File: config.mk
export PLATFORM = sky130hd
export DESIGN_NAME = iorsd_top
export DESIGN_NICKNAME = d
export VERILOG_FILES = /design/src/pkg/iorsd_pkg.sv /design/src/pkg/iorsd_bank_if.sv /design/src/rtl/iorsd_bank.sv /design/src/rtl/iorsd_top.sv
export SDC_FILE = /design/constraint.sdc
export NUM_CORES = 1
export LEC_CHECK = 0
export ABC_AREA = 1
export ABC_CLOCK_PERIOD_IN_PS = 2700
export BUFFER_PORTS_ARGS = -buffer_cell sky130_fd_sc_hd__clkbuf_2
export CAP_MARGIN = 20
export CORE_AREA = 8 8 324 326
export CTS_CLUSTER_SIZE = 20
export DETAILED_ROUTE_END_ITERATION = 12
export DIE_AREA = 0 0 332 334
export GPL_TIMING_DRIVEN = 0
export PLACE_DENSITY_LB_ADDON = 0.25
export SKIP_CTS_REPAIR_TIMING = 1
export SLEW_MARGIN = 15
export SYNTH_ARGS = -nofsm -noshare
export SYNTH_HDL_FRONTEND = slang
export SYNTH_SLANG_ARGS = --single-unit
File: constraint.sdc
create_clock -name clk -period 2.7 [get_ports clk]
set_clock_uncertainty 0.05 [all_clocks]
set_input_delay 0.405 -clock clk [delete_from_list [all_inputs] [get_ports clk]]
set_output_delay 0.405 -clock clk [all_outputs]
set_load 0.005 [all_outputs]
File: src/pkg/iorsd_pkg.sv
// Constants, register map, access masks and command codes of the lower I/O register bank.
// Assumes a single clock shared with the processor core and peripherals on the same clock.
// Functional notes
// RQ1: Dedicated I/O input and output commands are decoded against the I/O range 0x00 to 0x3F.
// RQ2: Data-space loads and stores reach each I/O register at its I/O address plus 0x20.
// RQ3: Single-bit set and clear are accepted only for I/O addresses 0x00 to 0x1F.
// RQ4: Bit-accessible registers answer skip tests that check one bit for set or clear.
// RQ5: Some status flags clear when a one is written to them, and a written zero leaves them.
// RQ6: A single-bit set or clear changes only the addressed bit and writes back no other bit.
// RQ7: Software should write zero to every reserved bit position.
// RQ8: Software must never write to the reserved addresses 0x00 and 0x04 to 0x07.
// RQ9: Reserved addresses and bits read as zero and writes to them change nothing.
`default_nettype none

package iorsd_pkg;

    // ==========================================================================
    // Address spaces
    // ==========================================================================
    localparam int          DATA_W     = 8;
    localparam int          BANK_DEPTH = 32;
    localparam int          IDX_W      = 5;
    localparam logic [7:0]  IO_SPAN    = 8'h40;              // Whole I/O range
    localparam logic [7:0]  BIT_SPAN   = 8'h20;              // Bit-accessible lower half
    localparam logic [7:0]  DS_OFFSET  = 8'h20;              // Data-space view offset
    localparam logic [7:0]  DS_LIMIT   = DS_OFFSET + IO_SPAN;
    localparam logic [7:0]  ALL_BITS   = 8'hFF;
    localparam logic [7:0]  NO_BITS    = 8'h00;
    localparam logic [7:0]  RESET_VAL  = 8'h00;              // Every stored bit resets low

    // ==========================================================================
    // Register indices (I/O address)
    // ==========================================================================
    localparam logic [4:0] REG_RSVD_00     = 5'h00;
    localparam logic [4:0] REG_DIG_IN_DIS  = 5'h01;
    localparam logic [4:0] REG_BAUD_HI     = 5'h02;
    localparam logic [4:0] REG_FRAME_CFG   = 5'h03;
    localparam logic [4:0] REG_RSVD_04     = 5'h04;
    localparam logic [4:0] REG_RSVD_05     = 5'h05;
    localparam logic [4:0] REG_RSVD_06     = 5'h06;
    localparam logic [4:0] REG_RSVD_07     = 5'h07;
    localparam logic [4:0] REG_CMP_CTRL    = 5'h08;
    localparam logic [4:0] REG_BAUD_LO     = 5'h09;
    localparam logic [4:0] REG_SER_CTRL    = 5'h0A;
    localparam logic [4:0] REG_SER_STAT    = 5'h0B;
    localparam logic [4:0] REG_SER_DATA    = 5'h0C;
    localparam logic [4:0] REG_USER_CTRL   = 5'h0D;
    localparam logic [4:0] REG_USER_STAT   = 5'h0E;
    localparam logic [4:0] REG_USER_DATA   = 5'h0F;
    localparam logic [4:0] REG_PD_PIN      = 5'h10;
    localparam logic [4:0] REG_PD_DIR      = 5'h11;
    localparam logic [4:0] REG_PD_OUT      = 5'h12;
    localparam logic [4:0] REG_SCRATCH0    = 5'h13;
    localparam logic [4:0] REG_SCRATCH1    = 5'h14;
    localparam logic [4:0] REG_SCRATCH2    = 5'h15;
    localparam logic [4:0] REG_PB_PIN      = 5'h16;
    localparam logic [4:0] REG_PB_DIR      = 5'h17;
    localparam logic [4:0] REG_PB_OUT      = 5'h18;
    localparam logic [4:0] REG_PA_PIN      = 5'h19;
    localparam logic [4:0] REG_PA_DIR      = 5'h1A;
    localparam logic [4:0] REG_PA_OUT      = 5'h1B;
    localparam logic [4:0] REG_NVM_CTRL    = 5'h1C;
    localparam logic [4:0] REG_NVM_DATA    = 5'h1D;
    localparam logic [4:0] REG_NVM_ADDR    = 5'h1E;

    // Port widths
    localparam int PA_W   = 3;
    localparam int PB_W   = 8;
    localparam int PD_W   = 7;
    localparam int PIN_W  = PA_W + PB_W + PD_W;

    // ==========================================================================
    // Core commands
    // ==========================================================================
    typedef enum logic [2:0] {
        OP_IO_IN             = 3'h0,
        OP_IO_OUT            = 3'h1,
        OP_DATA_SPACE_LOAD   = 3'h2,
        OP_DATA_SPACE_STORE  = 3'h3,
        OP_SINGLE_BIT_SET    = 3'h4,
        OP_SINGLE_BIT_CLEAR  = 3'h5,
        OP_SKIP_IF_BIT_SET   = 3'h6,
        OP_SKIP_IF_BIT_CLEAR = 3'h7
    } iorsd_op_e;

    // Command classes, used by decode and by write forming
    function automatic logic iorsd_is_bit_op(input iorsd_op_e op);
        return (op == OP_SINGLE_BIT_SET) || (op == OP_SINGLE_BIT_CLEAR) ||
               (op == OP_SKIP_IF_BIT_SET) || (op == OP_SKIP_IF_BIT_CLEAR);
    endfunction

    function automatic logic iorsd_is_write(input iorsd_op_e op);
        return (op == OP_IO_OUT) || (op == OP_DATA_SPACE_STORE) ||
               (op == OP_SINGLE_BIT_SET) || (op == OP_SINGLE_BIT_CLEAR);
    endfunction

    function automatic logic iorsd_is_test(input iorsd_op_e op);
        return (op == OP_SKIP_IF_BIT_SET) || (op == OP_SKIP_IF_BIT_CLEAR);
    endfunction

    // ==========================================================================
    // Per-register bit classes: software-writable, write-one-to-clear, hardware-owned
    // ==========================================================================
    // Reserved addresses fall to the default and hold nothing
    function automatic logic [7:0] iorsd_rw_mask(input logic [4:0] idx);
        case (idx)
            REG_DIG_IN_DIS: return 8'h03;
            REG_BAUD_HI:    return 8'h0F;
            REG_FRAME_CFG:  return 8'h7F;
            REG_CMP_CTRL:   return 8'hCF;
            REG_SER_STAT:   return 8'h03;
            REG_USER_STAT:  return 8'h0F;
            REG_PD_DIR,
            REG_PD_OUT:     return 8'h7F;
            REG_PA_DIR,
            REG_PA_OUT:     return 8'h07;
            REG_NVM_CTRL:   return 8'h3F;
            REG_NVM_ADDR:   return 8'h7F;
            REG_BAUD_LO, REG_SER_CTRL, REG_SER_DATA, REG_USER_CTRL, REG_USER_DATA,
            REG_SCRATCH0, REG_SCRATCH1, REG_SCRATCH2, REG_PB_DIR, REG_PB_OUT,
            REG_NVM_DATA:   return ALL_BITS;
            default:        return NO_BITS;
        endcase
    endfunction

    function automatic logic [7:0] iorsd_w1c_mask(input logic [4:0] idx);
        case (idx)
            REG_CMP_CTRL:  return 8'h10;
            REG_SER_STAT:  return 8'h40;
            REG_USER_STAT: return 8'hE0;
            default:       return NO_BITS;
        endcase
    endfunction

    function automatic logic [7:0] iorsd_ro_mask(input logic [4:0] idx);
        case (idx)
            REG_CMP_CTRL:  return 8'h20;
            REG_SER_STAT:  return 8'hBC;
            REG_USER_STAT: return 8'h10;
            REG_PD_PIN:    return 8'h7F;
            REG_PB_PIN:    return ALL_BITS;
            REG_PA_PIN:    return 8'h07;
            default:       return NO_BITS;
        endcase
    endfunction

endpackage

`default_nettype wire

File: src/pkg/iorsd_bank_if.sv
// Interface between the access decoder and the register storage bank.
// Assumes both ends run on the same clock; the bank registers its read answers.
`default_nettype none

interface iorsd_bank_if;
    import iorsd_pkg::*;

    logic                  we;        // Write strobe, one cycle
    logic [IDX_W-1:0]      waddr;
    logic [DATA_W-1:0]     wmask;     // Bits touched by this write
    logic [DATA_W-1:0]     wval;
    logic                  re;        // Read strobe, one cycle; bit tests use test_en
    logic [IDX_W-1:0]      raddr;
    logic                  test_en;
    logic [2:0]            test_bit;
    logic                  test_pol;  // High: skip when bit is set
    logic [BANK_DEPTH-1:0][DATA_W-1:0] hw_set;
    logic [BANK_DEPTH-1:0][DATA_W-1:0] hw_ro;
    logic [BANK_DEPTH-1:0][DATA_W-1:0] image;
    logic [DATA_W-1:0]     rd_q;
    logic                  test_q;

    modport ctrl (
        output we, waddr, wmask, wval, re, raddr, test_en, test_bit, test_pol,
        output hw_set, hw_ro,
        input  image, rd_q, test_q
    );

    modport bank (
        input  we, waddr, wmask, wval, re, raddr, test_en, test_bit, test_pol,
        input  hw_set, hw_ro,
        output image, rd_q, test_q
    );

endinterface

`default_nettype wire

File: src/rtl/iorsd_bank.sv
// Storage for the 32 bit-accessible I/O registers, with masked writes and registered reads.
// Assumes the decoder forms wmask and wval; hardware set pulses come on the same clock.
`default_nettype none

module iorsd_bank
    import iorsd_pkg::*;
(
    input  wire logic  clk,
    input  wire logic  rst_n,
    iorsd_bank_if.bank bus
);

    logic [BANK_DEPTH-1:0][DATA_W-1:0] store_q;
    logic [BANK_DEPTH-1:0][DATA_W-1:0] view;

    // ==========================================================================
    // One storage cell per address
    // ==========================================================================
    generate
        for (genvar i = 0; i < BANK_DEPTH; i++) begin : g_cell
            localparam logic [4:0] IDX   = 5'(i);
            localparam logic [7:0] RW_M  = iorsd_rw_mask(IDX);
            localparam logic [7:0] W1C_M = iorsd_w1c_mask(IDX);
            localparam logic [7:0] RO_M  = iorsd_ro_mask(IDX);
            logic       hit;
            logic [7:0] touch;
            logic [7:0] clr;
            logic [7:0] rw_next;
            logic [7:0] flag_next;

            assign hit   = bus.we && (bus.waddr == IDX);
            // Only bits in wmask are touched, so a bit op leaves neighbours as they are
            assign touch = hit ? bus.wmask : NO_BITS; // RQ6
            assign clr   = touch & bus.wval; // RQ5
            assign rw_next   = ((store_q[i] & ~touch) | (bus.wval & touch)) & RW_M;
            // Hardware set wins over a clear landing in the same cycle
            assign flag_next = ((store_q[i] & ~clr) | bus.hw_set[i]) & W1C_M; // RQ5

            // Masks keep reserved and hardware-owned bits at zero in storage
            always_ff @(posedge clk or negedge rst_n) begin
                if (!rst_n) begin
                    store_q[i] <= RESET_VAL;
                end else begin
                    store_q[i] <= rw_next | flag_next; // RQ9
                end
            end

            // Reserved bits read zero; hardware bits come straight from their owner
            assign view[i] = (store_q[i] & (RW_M | W1C_M)) | (bus.hw_ro[i] & RO_M); // RQ9
        end
    endgenerate

    assign bus.image = store_q;

    // ==========================================================================
    // Registered read and bit test
    // ==========================================================================
    always_ff @(posedge clk or negedge rst_n) begin
        if (!rst_n) begin
            bus.rd_q <= RESET_VAL;
        end else if (bus.re) begin
            bus.rd_q <= view[bus.raddr];
        end else begin
            bus.rd_q <= RESET_VAL;
        end
    end

    // Test result is taken from the same view as a read, so it sees live pins
    always_ff @(posedge clk or negedge rst_n) begin
        if (!rst_n) begin
            bus.test_q <= 1'b0;
        end else begin
            bus.test_q <= bus.test_en && (view[bus.raddr][bus.test_bit] == bus.test_pol); // RQ4
        end
    end

endmodule

`default_nettype wire

File: src/rtl/iorsd_top.sv
// Lower I/O register bank: decodes core I/O, data-space and bit commands onto 32 registers.
// Assumes one core request at a time on the core clock; pins arrive asynchronously.
`default_nettype none

module iorsd_top
    import iorsd_pkg::*;
(
    input  wire logic                         clk,
    input  wire logic                         rst_n,
    // Core request
    input  wire logic                         io_req,
    input  wire logic [2:0]                   io_op,
    input  wire logic [7:0]                   io_addr,
    input  wire logic [2:0]                   io_bit,
    input  wire logic [DATA_W-1:0]            io_wdata,
    // Core answer
    output logic                              io_ack_q,
    output logic [DATA_W-1:0]                 io_rdata_q,
    output logic                              io_skip_q,
    output logic                              io_upper_q,
    output logic                              io_refused_q,
    // Peripheral side, same clock
    input  wire logic [BANK_DEPTH*DATA_W-1:0] hw_flag_set,
    input  wire logic [BANK_DEPTH*DATA_W-1:0] hw_status,
    output logic [BANK_DEPTH*DATA_W-1:0]      reg_image_q,
    // Port pins
    input  wire logic [PA_W-1:0]              port_a_pin,
    input  wire logic [PB_W-1:0]              port_b_pin,
    input  wire logic [PD_W-1:0]              port_d_pin,
    output logic [PA_W-1:0]                   port_a_out_q,
    output logic [PA_W-1:0]                   port_a_dir_q,
    output logic [PB_W-1:0]                   port_b_out_q,
    output logic [PB_W-1:0]                   port_b_dir_q,
    output logic [PD_W-1:0]                   port_d_out_q,
    output logic [PD_W-1:0]                   port_d_dir_q
);

    iorsd_bank_if bank_bus ();

    iorsd_op_e          op;
    logic               legal;
    logic               is_local;
    logic               is_upper;
    logic [7:0]         io_index;
    logic [DATA_W-1:0]  bit_onehot;
    logic [DATA_W-1:0]  wmask_d;
    logic [DATA_W-1:0]  wval_d;
    logic               do_write;
    logic               do_read;
    logic               do_test;

    logic [PIN_W-1:0]   pin_meta_q;
    logic [PIN_W-1:0]   pin_sync_q;
    logic [PA_W-1:0]    pa_sync;
    logic [PB_W-1:0]    pb_sync;
    logic [PD_W-1:0]    pd_sync;

    logic [BANK_DEPTH-1:0][DATA_W-1:0] status_view;

    assign op = iorsd_op_e'(io_op);

    // ==========================================================================
    // Pin synchronisers
    // ==========================================================================
    // Two flops per pin; only the second is ever read by logic
    always_ff @(posedge clk or negedge rst_n) begin
        if (!rst_n) begin
            pin_meta_q <= '0;
        end else begin
            pin_meta_q <= {port_a_pin, port_b_pin, port_d_pin};
        end
    end

    always_ff @(posedge clk or negedge rst_n) begin
        if (!rst_n) begin
            pin_sync_q <= '0;
        end else begin
            pin_sync_q <= pin_meta_q;
        end
    end

    assign pa_sync = pin_sync_q[PIN_W-1 -: PA_W];
    assign pb_sync = pin_sync_q[PD_W +: PB_W];
    assign pd_sync = pin_sync_q[PD_W-1:0];

    // ==========================================================================
    // Hardware-owned read bits
    // ==========================================================================
    // Pin levels override the peripheral status input at the pin addresses
    always_comb begin
        status_view             = hw_status;
        status_view[REG_PA_PIN] = {{(DATA_W-PA_W){1'b0}}, pa_sync};
        status_view[REG_PB_PIN] = pb_sync;
        status_view[REG_PD_PIN] = {{(DATA_W-PD_W){1'b0}}, pd_sync};
    end

    assign bank_bus.hw_ro  = status_view;
    assign bank_bus.hw_set = hw_flag_set;

    // ==========================================================================
    // Address decode
    // ==========================================================================
    // Three views of one bank: I/O, data space shifted by 0x20, and bit access
    always_comb begin
        legal    = 1'b0;
        io_index = 8'h00;
        case (op)
            OP_IO_IN, OP_IO_OUT: begin
                legal    = (io_addr < IO_SPAN); // RQ1
                io_index = io_addr;
            end
            OP_DATA_SPACE_LOAD, OP_DATA_SPACE_STORE: begin
                legal    = (io_addr >= DS_OFFSET) && (io_addr < DS_LIMIT); // RQ2
                io_index = io_addr - DS_OFFSET; // RQ2
            end
            OP_SINGLE_BIT_SET, OP_SINGLE_BIT_CLEAR,
            OP_SKIP_IF_BIT_SET, OP_SKIP_IF_BIT_CLEAR: begin
                // Bit commands stop at the lower half; above it they are refused
                legal    = (io_addr < BIT_SPAN); // RQ3
                io_index = io_addr;
            end
            default: begin
                legal    = 1'b0;
                io_index = 8'h00;
            end
        endcase
    end

    // The upper half belongs to another bank; only the lower half is held here
    assign is_local = io_req && legal && (io_index < BIT_SPAN);
    assign is_upper = io_req && legal && (io_index >= BIT_SPAN);

    // ==========================================================================
    // Write forming
    // ==========================================================================
    assign bit_onehot = DATA_W'(1) << io_bit;

    // A bit command is a write of one bit only: set writes a one, clear a zero.
    // A set landing on a write-one-to-clear flag therefore clears that flag alone.
    always_comb begin
        wmask_d = ALL_BITS;
        wval_d  = io_wdata;
        case (op)
            OP_SINGLE_BIT_SET: begin
                wmask_d = bit_onehot; // RQ6
                wval_d  = ALL_BITS; // RQ3
            end
            OP_SINGLE_BIT_CLEAR: begin
                wmask_d = bit_onehot; // RQ6
                wval_d  = NO_BITS; // RQ3
            end
            default: begin
                wmask_d = ALL_BITS;
                wval_d  = io_wdata;
            end
        endcase
    end

    // Writes to reserved addresses reach the bank but find no storage there
    assign do_write = is_local && iorsd_is_write(op); // RQ8
    assign do_read  = is_local && !iorsd_is_write(op);
    assign do_test  = is_local && iorsd_is_test(op); // RQ4

    assign bank_bus.we       = do_write;
    assign bank_bus.waddr    = io_index[IDX_W-1:0];
    assign bank_bus.wmask    = wmask_d;
    assign bank_bus.wval     = wval_d;
    assign bank_bus.re       = do_read && !iorsd_is_test(op);
    assign bank_bus.raddr    = io_index[IDX_W-1:0];
    assign bank_bus.test_en  = do_test;
    assign bank_bus.test_bit = io_bit;
    assign bank_bus.test_pol = (op == OP_SKIP_IF_BIT_SET); // RQ4

    // ==========================================================================
    // Register storage
    // ==========================================================================
    iorsd_bank u_bank (
        .clk   (clk),
        .rst_n (rst_n),
        .bus   (bank_bus)
    );

    // ==========================================================================
    // Core answer
    // ==========================================================================
    // Every request is answered one cycle later, legal or not, so the core never stalls
    always_ff @(posedge clk or negedge rst_n) begin
        if (!rst_n) begin
            io_ack_q <= 1'b0;
        end else begin
            io_ack_q <= io_req;
        end
    end

    always_ff @(posedge clk or negedge rst_n) begin
        if (!rst_n) begin
            io_upper_q <= 1'b0;
        end else begin
            io_upper_q <= is_upper; // RQ1
        end
    end

    // Out-of-range views and bit commands above 0x1F are flagged and have no effect
    always_ff @(posedge clk or negedge rst_n) begin
        if (!rst_n) begin
            io_refused_q <= 1'b0;
        end else begin
            io_refused_q <= io_req && !legal; // RQ3
        end
    end

    // Read data and test result are the bank's own flops, zero when nothing was read
    assign io_rdata_q = bank_bus.rd_q;
    assign io_skip_q  = bank_bus.test_q;

    // ==========================================================================
    // Register image to peripherals and pins
    // ==========================================================================
    // Outputs are slices of bank flops; no logic sits between storage and pin
    assign reg_image_q  = bank_bus.image;
    assign port_a_out_q = bank_bus.image[REG_PA_OUT][PA_W-1:0];
    assign port_a_dir_q = bank_bus.image[REG_PA_DIR][PA_W-1:0];
    assign port_b_out_q = bank_bus.image[REG_PB_OUT][PB_W-1:0];
    assign port_b_dir_q = bank_bus.image[REG_PB_DIR][PB_W-1:0];
    assign port_d_out_q = bank_bus.image[REG_PD_OUT][PD_W-1:0];
    assign port_d_dir_q = bank_bus.image[REG_PD_DIR][PD_W-1:0];

endmodule

`default_nettype wire

==> reports/metrics.yaml <==
setup_path:
  crit_path_arrival_time_ns: 3.14
  worst_case_register_to_register_setup_slack_ns: 0.32
  critical_path.max_fanout: 10
  worst_path_largest_cell_delay_ns: 0.63
  timing.critical_path.buf_inv: 3
  worstReg2RegEnd: "u_bank.bus.test_q"
  worst_reg_to_reg_path_cell_count: 12
  startpoint_kind_of_the_worst_setup_timing_path: "input port"
  timing.critical_path.slowest_stage_cell: "clkinv_1"
  path_delay_family: "simple AND/OR/NAND/NOR gates"
  cp_cell_sequence: "clkbuf_2 -> inv_1 -> nand2_1 -> clkinv_1 -> nand2_1 -> nand3_1 -> o21ai_1 -> nor2_1 -> nor2_1 -> nand2_1 -> a21oi_1 -> nor2_1"
  cp_data_required_time_ns: 3.02
  critical_path.endpoint_type: "flip-flop"
  worstSetupPathType: "input port to flip-flop"
pwr:
  combPwrFrac: 0.134
  part_of_the_total_power_dissipated_in_the_clock_network: 0.409
  power_density_nw_per_um2: 444
  sequential_share_of_power: 0.457
  total_internal_power_mw: 4.60
  peakVddDrop_mv: 0.456
  p_leak_nw: 7.45
  switching_share: 0.313
  switchingPower_mw: 2.10
global_route:
  grt_first_pass_wirelength_um: 97100
  groute.layer.met3.usage: 0.0558
  global_route.peak_usage_layer: "met2"
  number_of_antenna_violations_at_the_first_check_in_global_routing: 11
  track_usage: 0.127
  via_count_of_the_first_global_routing_pass: 10400
  gr_met2_demand_resource: 0.181
  grt_max_degree: 84
  global_route.overflow_total: 0
  grt.met1_usage: 0.178
place:
  portbufs: 251
  routabilityCongestion: 0.840
  detailed_place_hpwl_um: 57500
  placed_cells: 2987
synthesis:
  synth-seq-cells: 199
  netlist.top_cell.by_area: "dfrtp_1"
  synthArstFlopShare: 1.00
  post_synth_num_cell_types: 38
  synth_cells: 1330
  synth_top_cells_by_area: "dfrtp_1 (46%), nand2_1 (13%), buf_4 (9.7%)"
  yosysWarnings: 0
  synthesis.area_sq_um: 10900
  yosys_most_used_dff: "dfrtp_1"
  synth_edf_count: 0
  post-synth-top-area-fraction: 0.455
  post_synthesis_sequential_area_ratio: 0.455
  synthesis.area_per_instance_sq_um: 8.23
detailed_routing:
  postRouteAntennaNets: 0
  drt_pass1_iterations: 8
  drt-vias-per-instance: 3.58
  drt_iter0_drc: 1087
  route.detailed.wl_per_inst_um: 23.9
  postRouteWirelength_um: 72800
  num_vias: 10900
  remaining_drc_errors: 0
timing:
  fin_crit_ns: 2.82
  share_of_the_cycle_needed_by_the_critical_path_after_routing: 1.04
  finalSetupViolations: 1
  fin_worst_hold_slack_ns: 0.0424
  total_negative_slack_for_setup_checks_ns: -0.118
  slew-limit-headroom: 0.339
  final_hold_fails: 0
  setup_slack_ns: -0.118
  maxClockFrequency_mhz: 355
  tightest_slew_ns: 0.990
  slew_violations: 0
  rsz0062_at_grt: "true"
status:
  run_status: "finished with violations"
  violations: "setup timing"
worst_hold_path:
  hold_path.class: "input port to flip-flop"
  worst_hold_startpoint: "hw_flag_set[118]"
  min_delay_worst_endpoint: "u_bank.bus.image[118]"
  holdPathStages: 3
cts:
  cts-root-to-sink-buffers: 2
  clock_tree_from_tritoncts: "yes"
  ctsHtreeMaxLevel: 4
  cell_chosen_for_the_clock_root: "clkbuf_16"
  cts_inserted_buffers: 17
  path_clk_slew_ns: 0.09
  clkSinkCount: 199
  clock_insertion_delay_worst_skew_ns: 0.48
finish:
  fin_cells: 3041
  layout-drive-gt1-share: 0.295
  layout.cells.most_common_list: "nand2_1 (382), clkbuf_2 (253), dfrtp_1 (199)"
  final_common_cell: "nand2_1"
  syn2layout_area_growth_pct: 38.1
  layout.nets: 2283
flow_run:
  cap_violations: 0
die:
  total_die_area_sq_um: 111000
  io_pins: 859
  initial_core_util: 0.110
  coreArea_sq_um: 99600
  dieWidth_um: 332
  die_height_um: 334
  rows: 116
[stage by stage]
step | power (mW) | cell area, sq um | util | setup slack (ns)
2_1_floorplan | 3.55 | 11300 | - | 0.581
3_3_place_gp | 3.96 | 14200 | 0.143 | -3.31
3_5_place_dp | 3.97 | 14300 | 0.144 | -0.643
4_1_cts | 6.69 | 14900 | 0.150 | -0.135
5_1_grt | 6.94 | 15100 | 0.152 | -0.0552
6_report | 6.70 | 15100 | 0.152 | -0.118
[tightest hold or removal path, stage by stage]
cell,delay (ns)
clkbuf_2,0.07
inv_1,0.03
nand2_1,0.05
[synth_stat cells (8+ instances only)]
cell type and instances:
nand2_1 383, dfrtp_1 199, buf_4 142, o21ai_1 95, o31ai_1 86, nor2_1 76
inv_1 59, nand3_1 58, o21ai_0 49, clkbuf_1 43, a21oi_1 22, buf_2 17
o31ai_2 15, nand4_1 13, buf_6 10, a22oi_1 9, nand3_4 8
[power groups by stage]
| stage | clock [mW] | combinational [mW] | sequential (mW) |
|---|---|---|---|
| final | 2.74 | 0.896 | 3.06 |
| after global routing | 2.90 | 0.972 | 3.07 |
| after CTS | 2.77 | 0.853 | 3.06 |
| after detailed placement | 0 | 0.851 | 3.12 |
| after global placement | 0 | 0.837 | 3.13 |
| after floorplan | 0 | 0.447 | 3.10 |
[worst max-delay path by stage]
stage,from,slack [ns],to,depth (start not counted)
final,io_addr[2],-0.12,u_bank.bus.test_q,12
after global routing,io_addr[2],-0.06,u_bank.bus.test_q,12
after CTS,io_addr[1],-0.14,u_bank.bus.test_q,15
after detailed placement,io_addr[1],-0.64,u_bank.bus.test_q,15
after global placement,rst_n,-3.31,io_upper_q,1
after floorplan,io_addr[0],0.58,flip-flop,13
[final cells by class]
| cell class | count | area (sq um) |
|---|---|---|
| well taps | 1298 | 1620 |
| flip-flops and latches | 199 | 4980 |
| fillers | 11500 | 84500 |
| repair buffers | 273 | 1530 |
| plain buffers | 215 | 1460 |
| clock buffers | 17 | 425 |
| diodes | 4 | 10.0 |
| multi-input cells | 954 | 4670 |
| clock inverters | 15 | 163 |
| inverters | 66 | 248 |
[per-layer routing]
layer,share of wire,wire [um]
met3,0.10,7430
met5,0.00018,13
met2,0.41,30000
met4,0.012,901
met1,0.47,34400
[cell families (layout without fill, tap and decap cells)]
family / count (synthesis) / in the layout / share of synthesized area
AO/OA/AOI/OAI: 280 / 280 / 0.161
other: 1 / 109 / 0.000343
AND/OR/NAND/NOR: 566 / 566 / 0.225
adder cells (fa/ha/maj): 2 / 2 / 0.00229
XOR/XNOR: 1 / 1 / 0.000801
flip-flops: 199 / 199 / 0.455
buffers and inverters: 281 / 586 / 0.155
(Power assumes the default switching activity.)
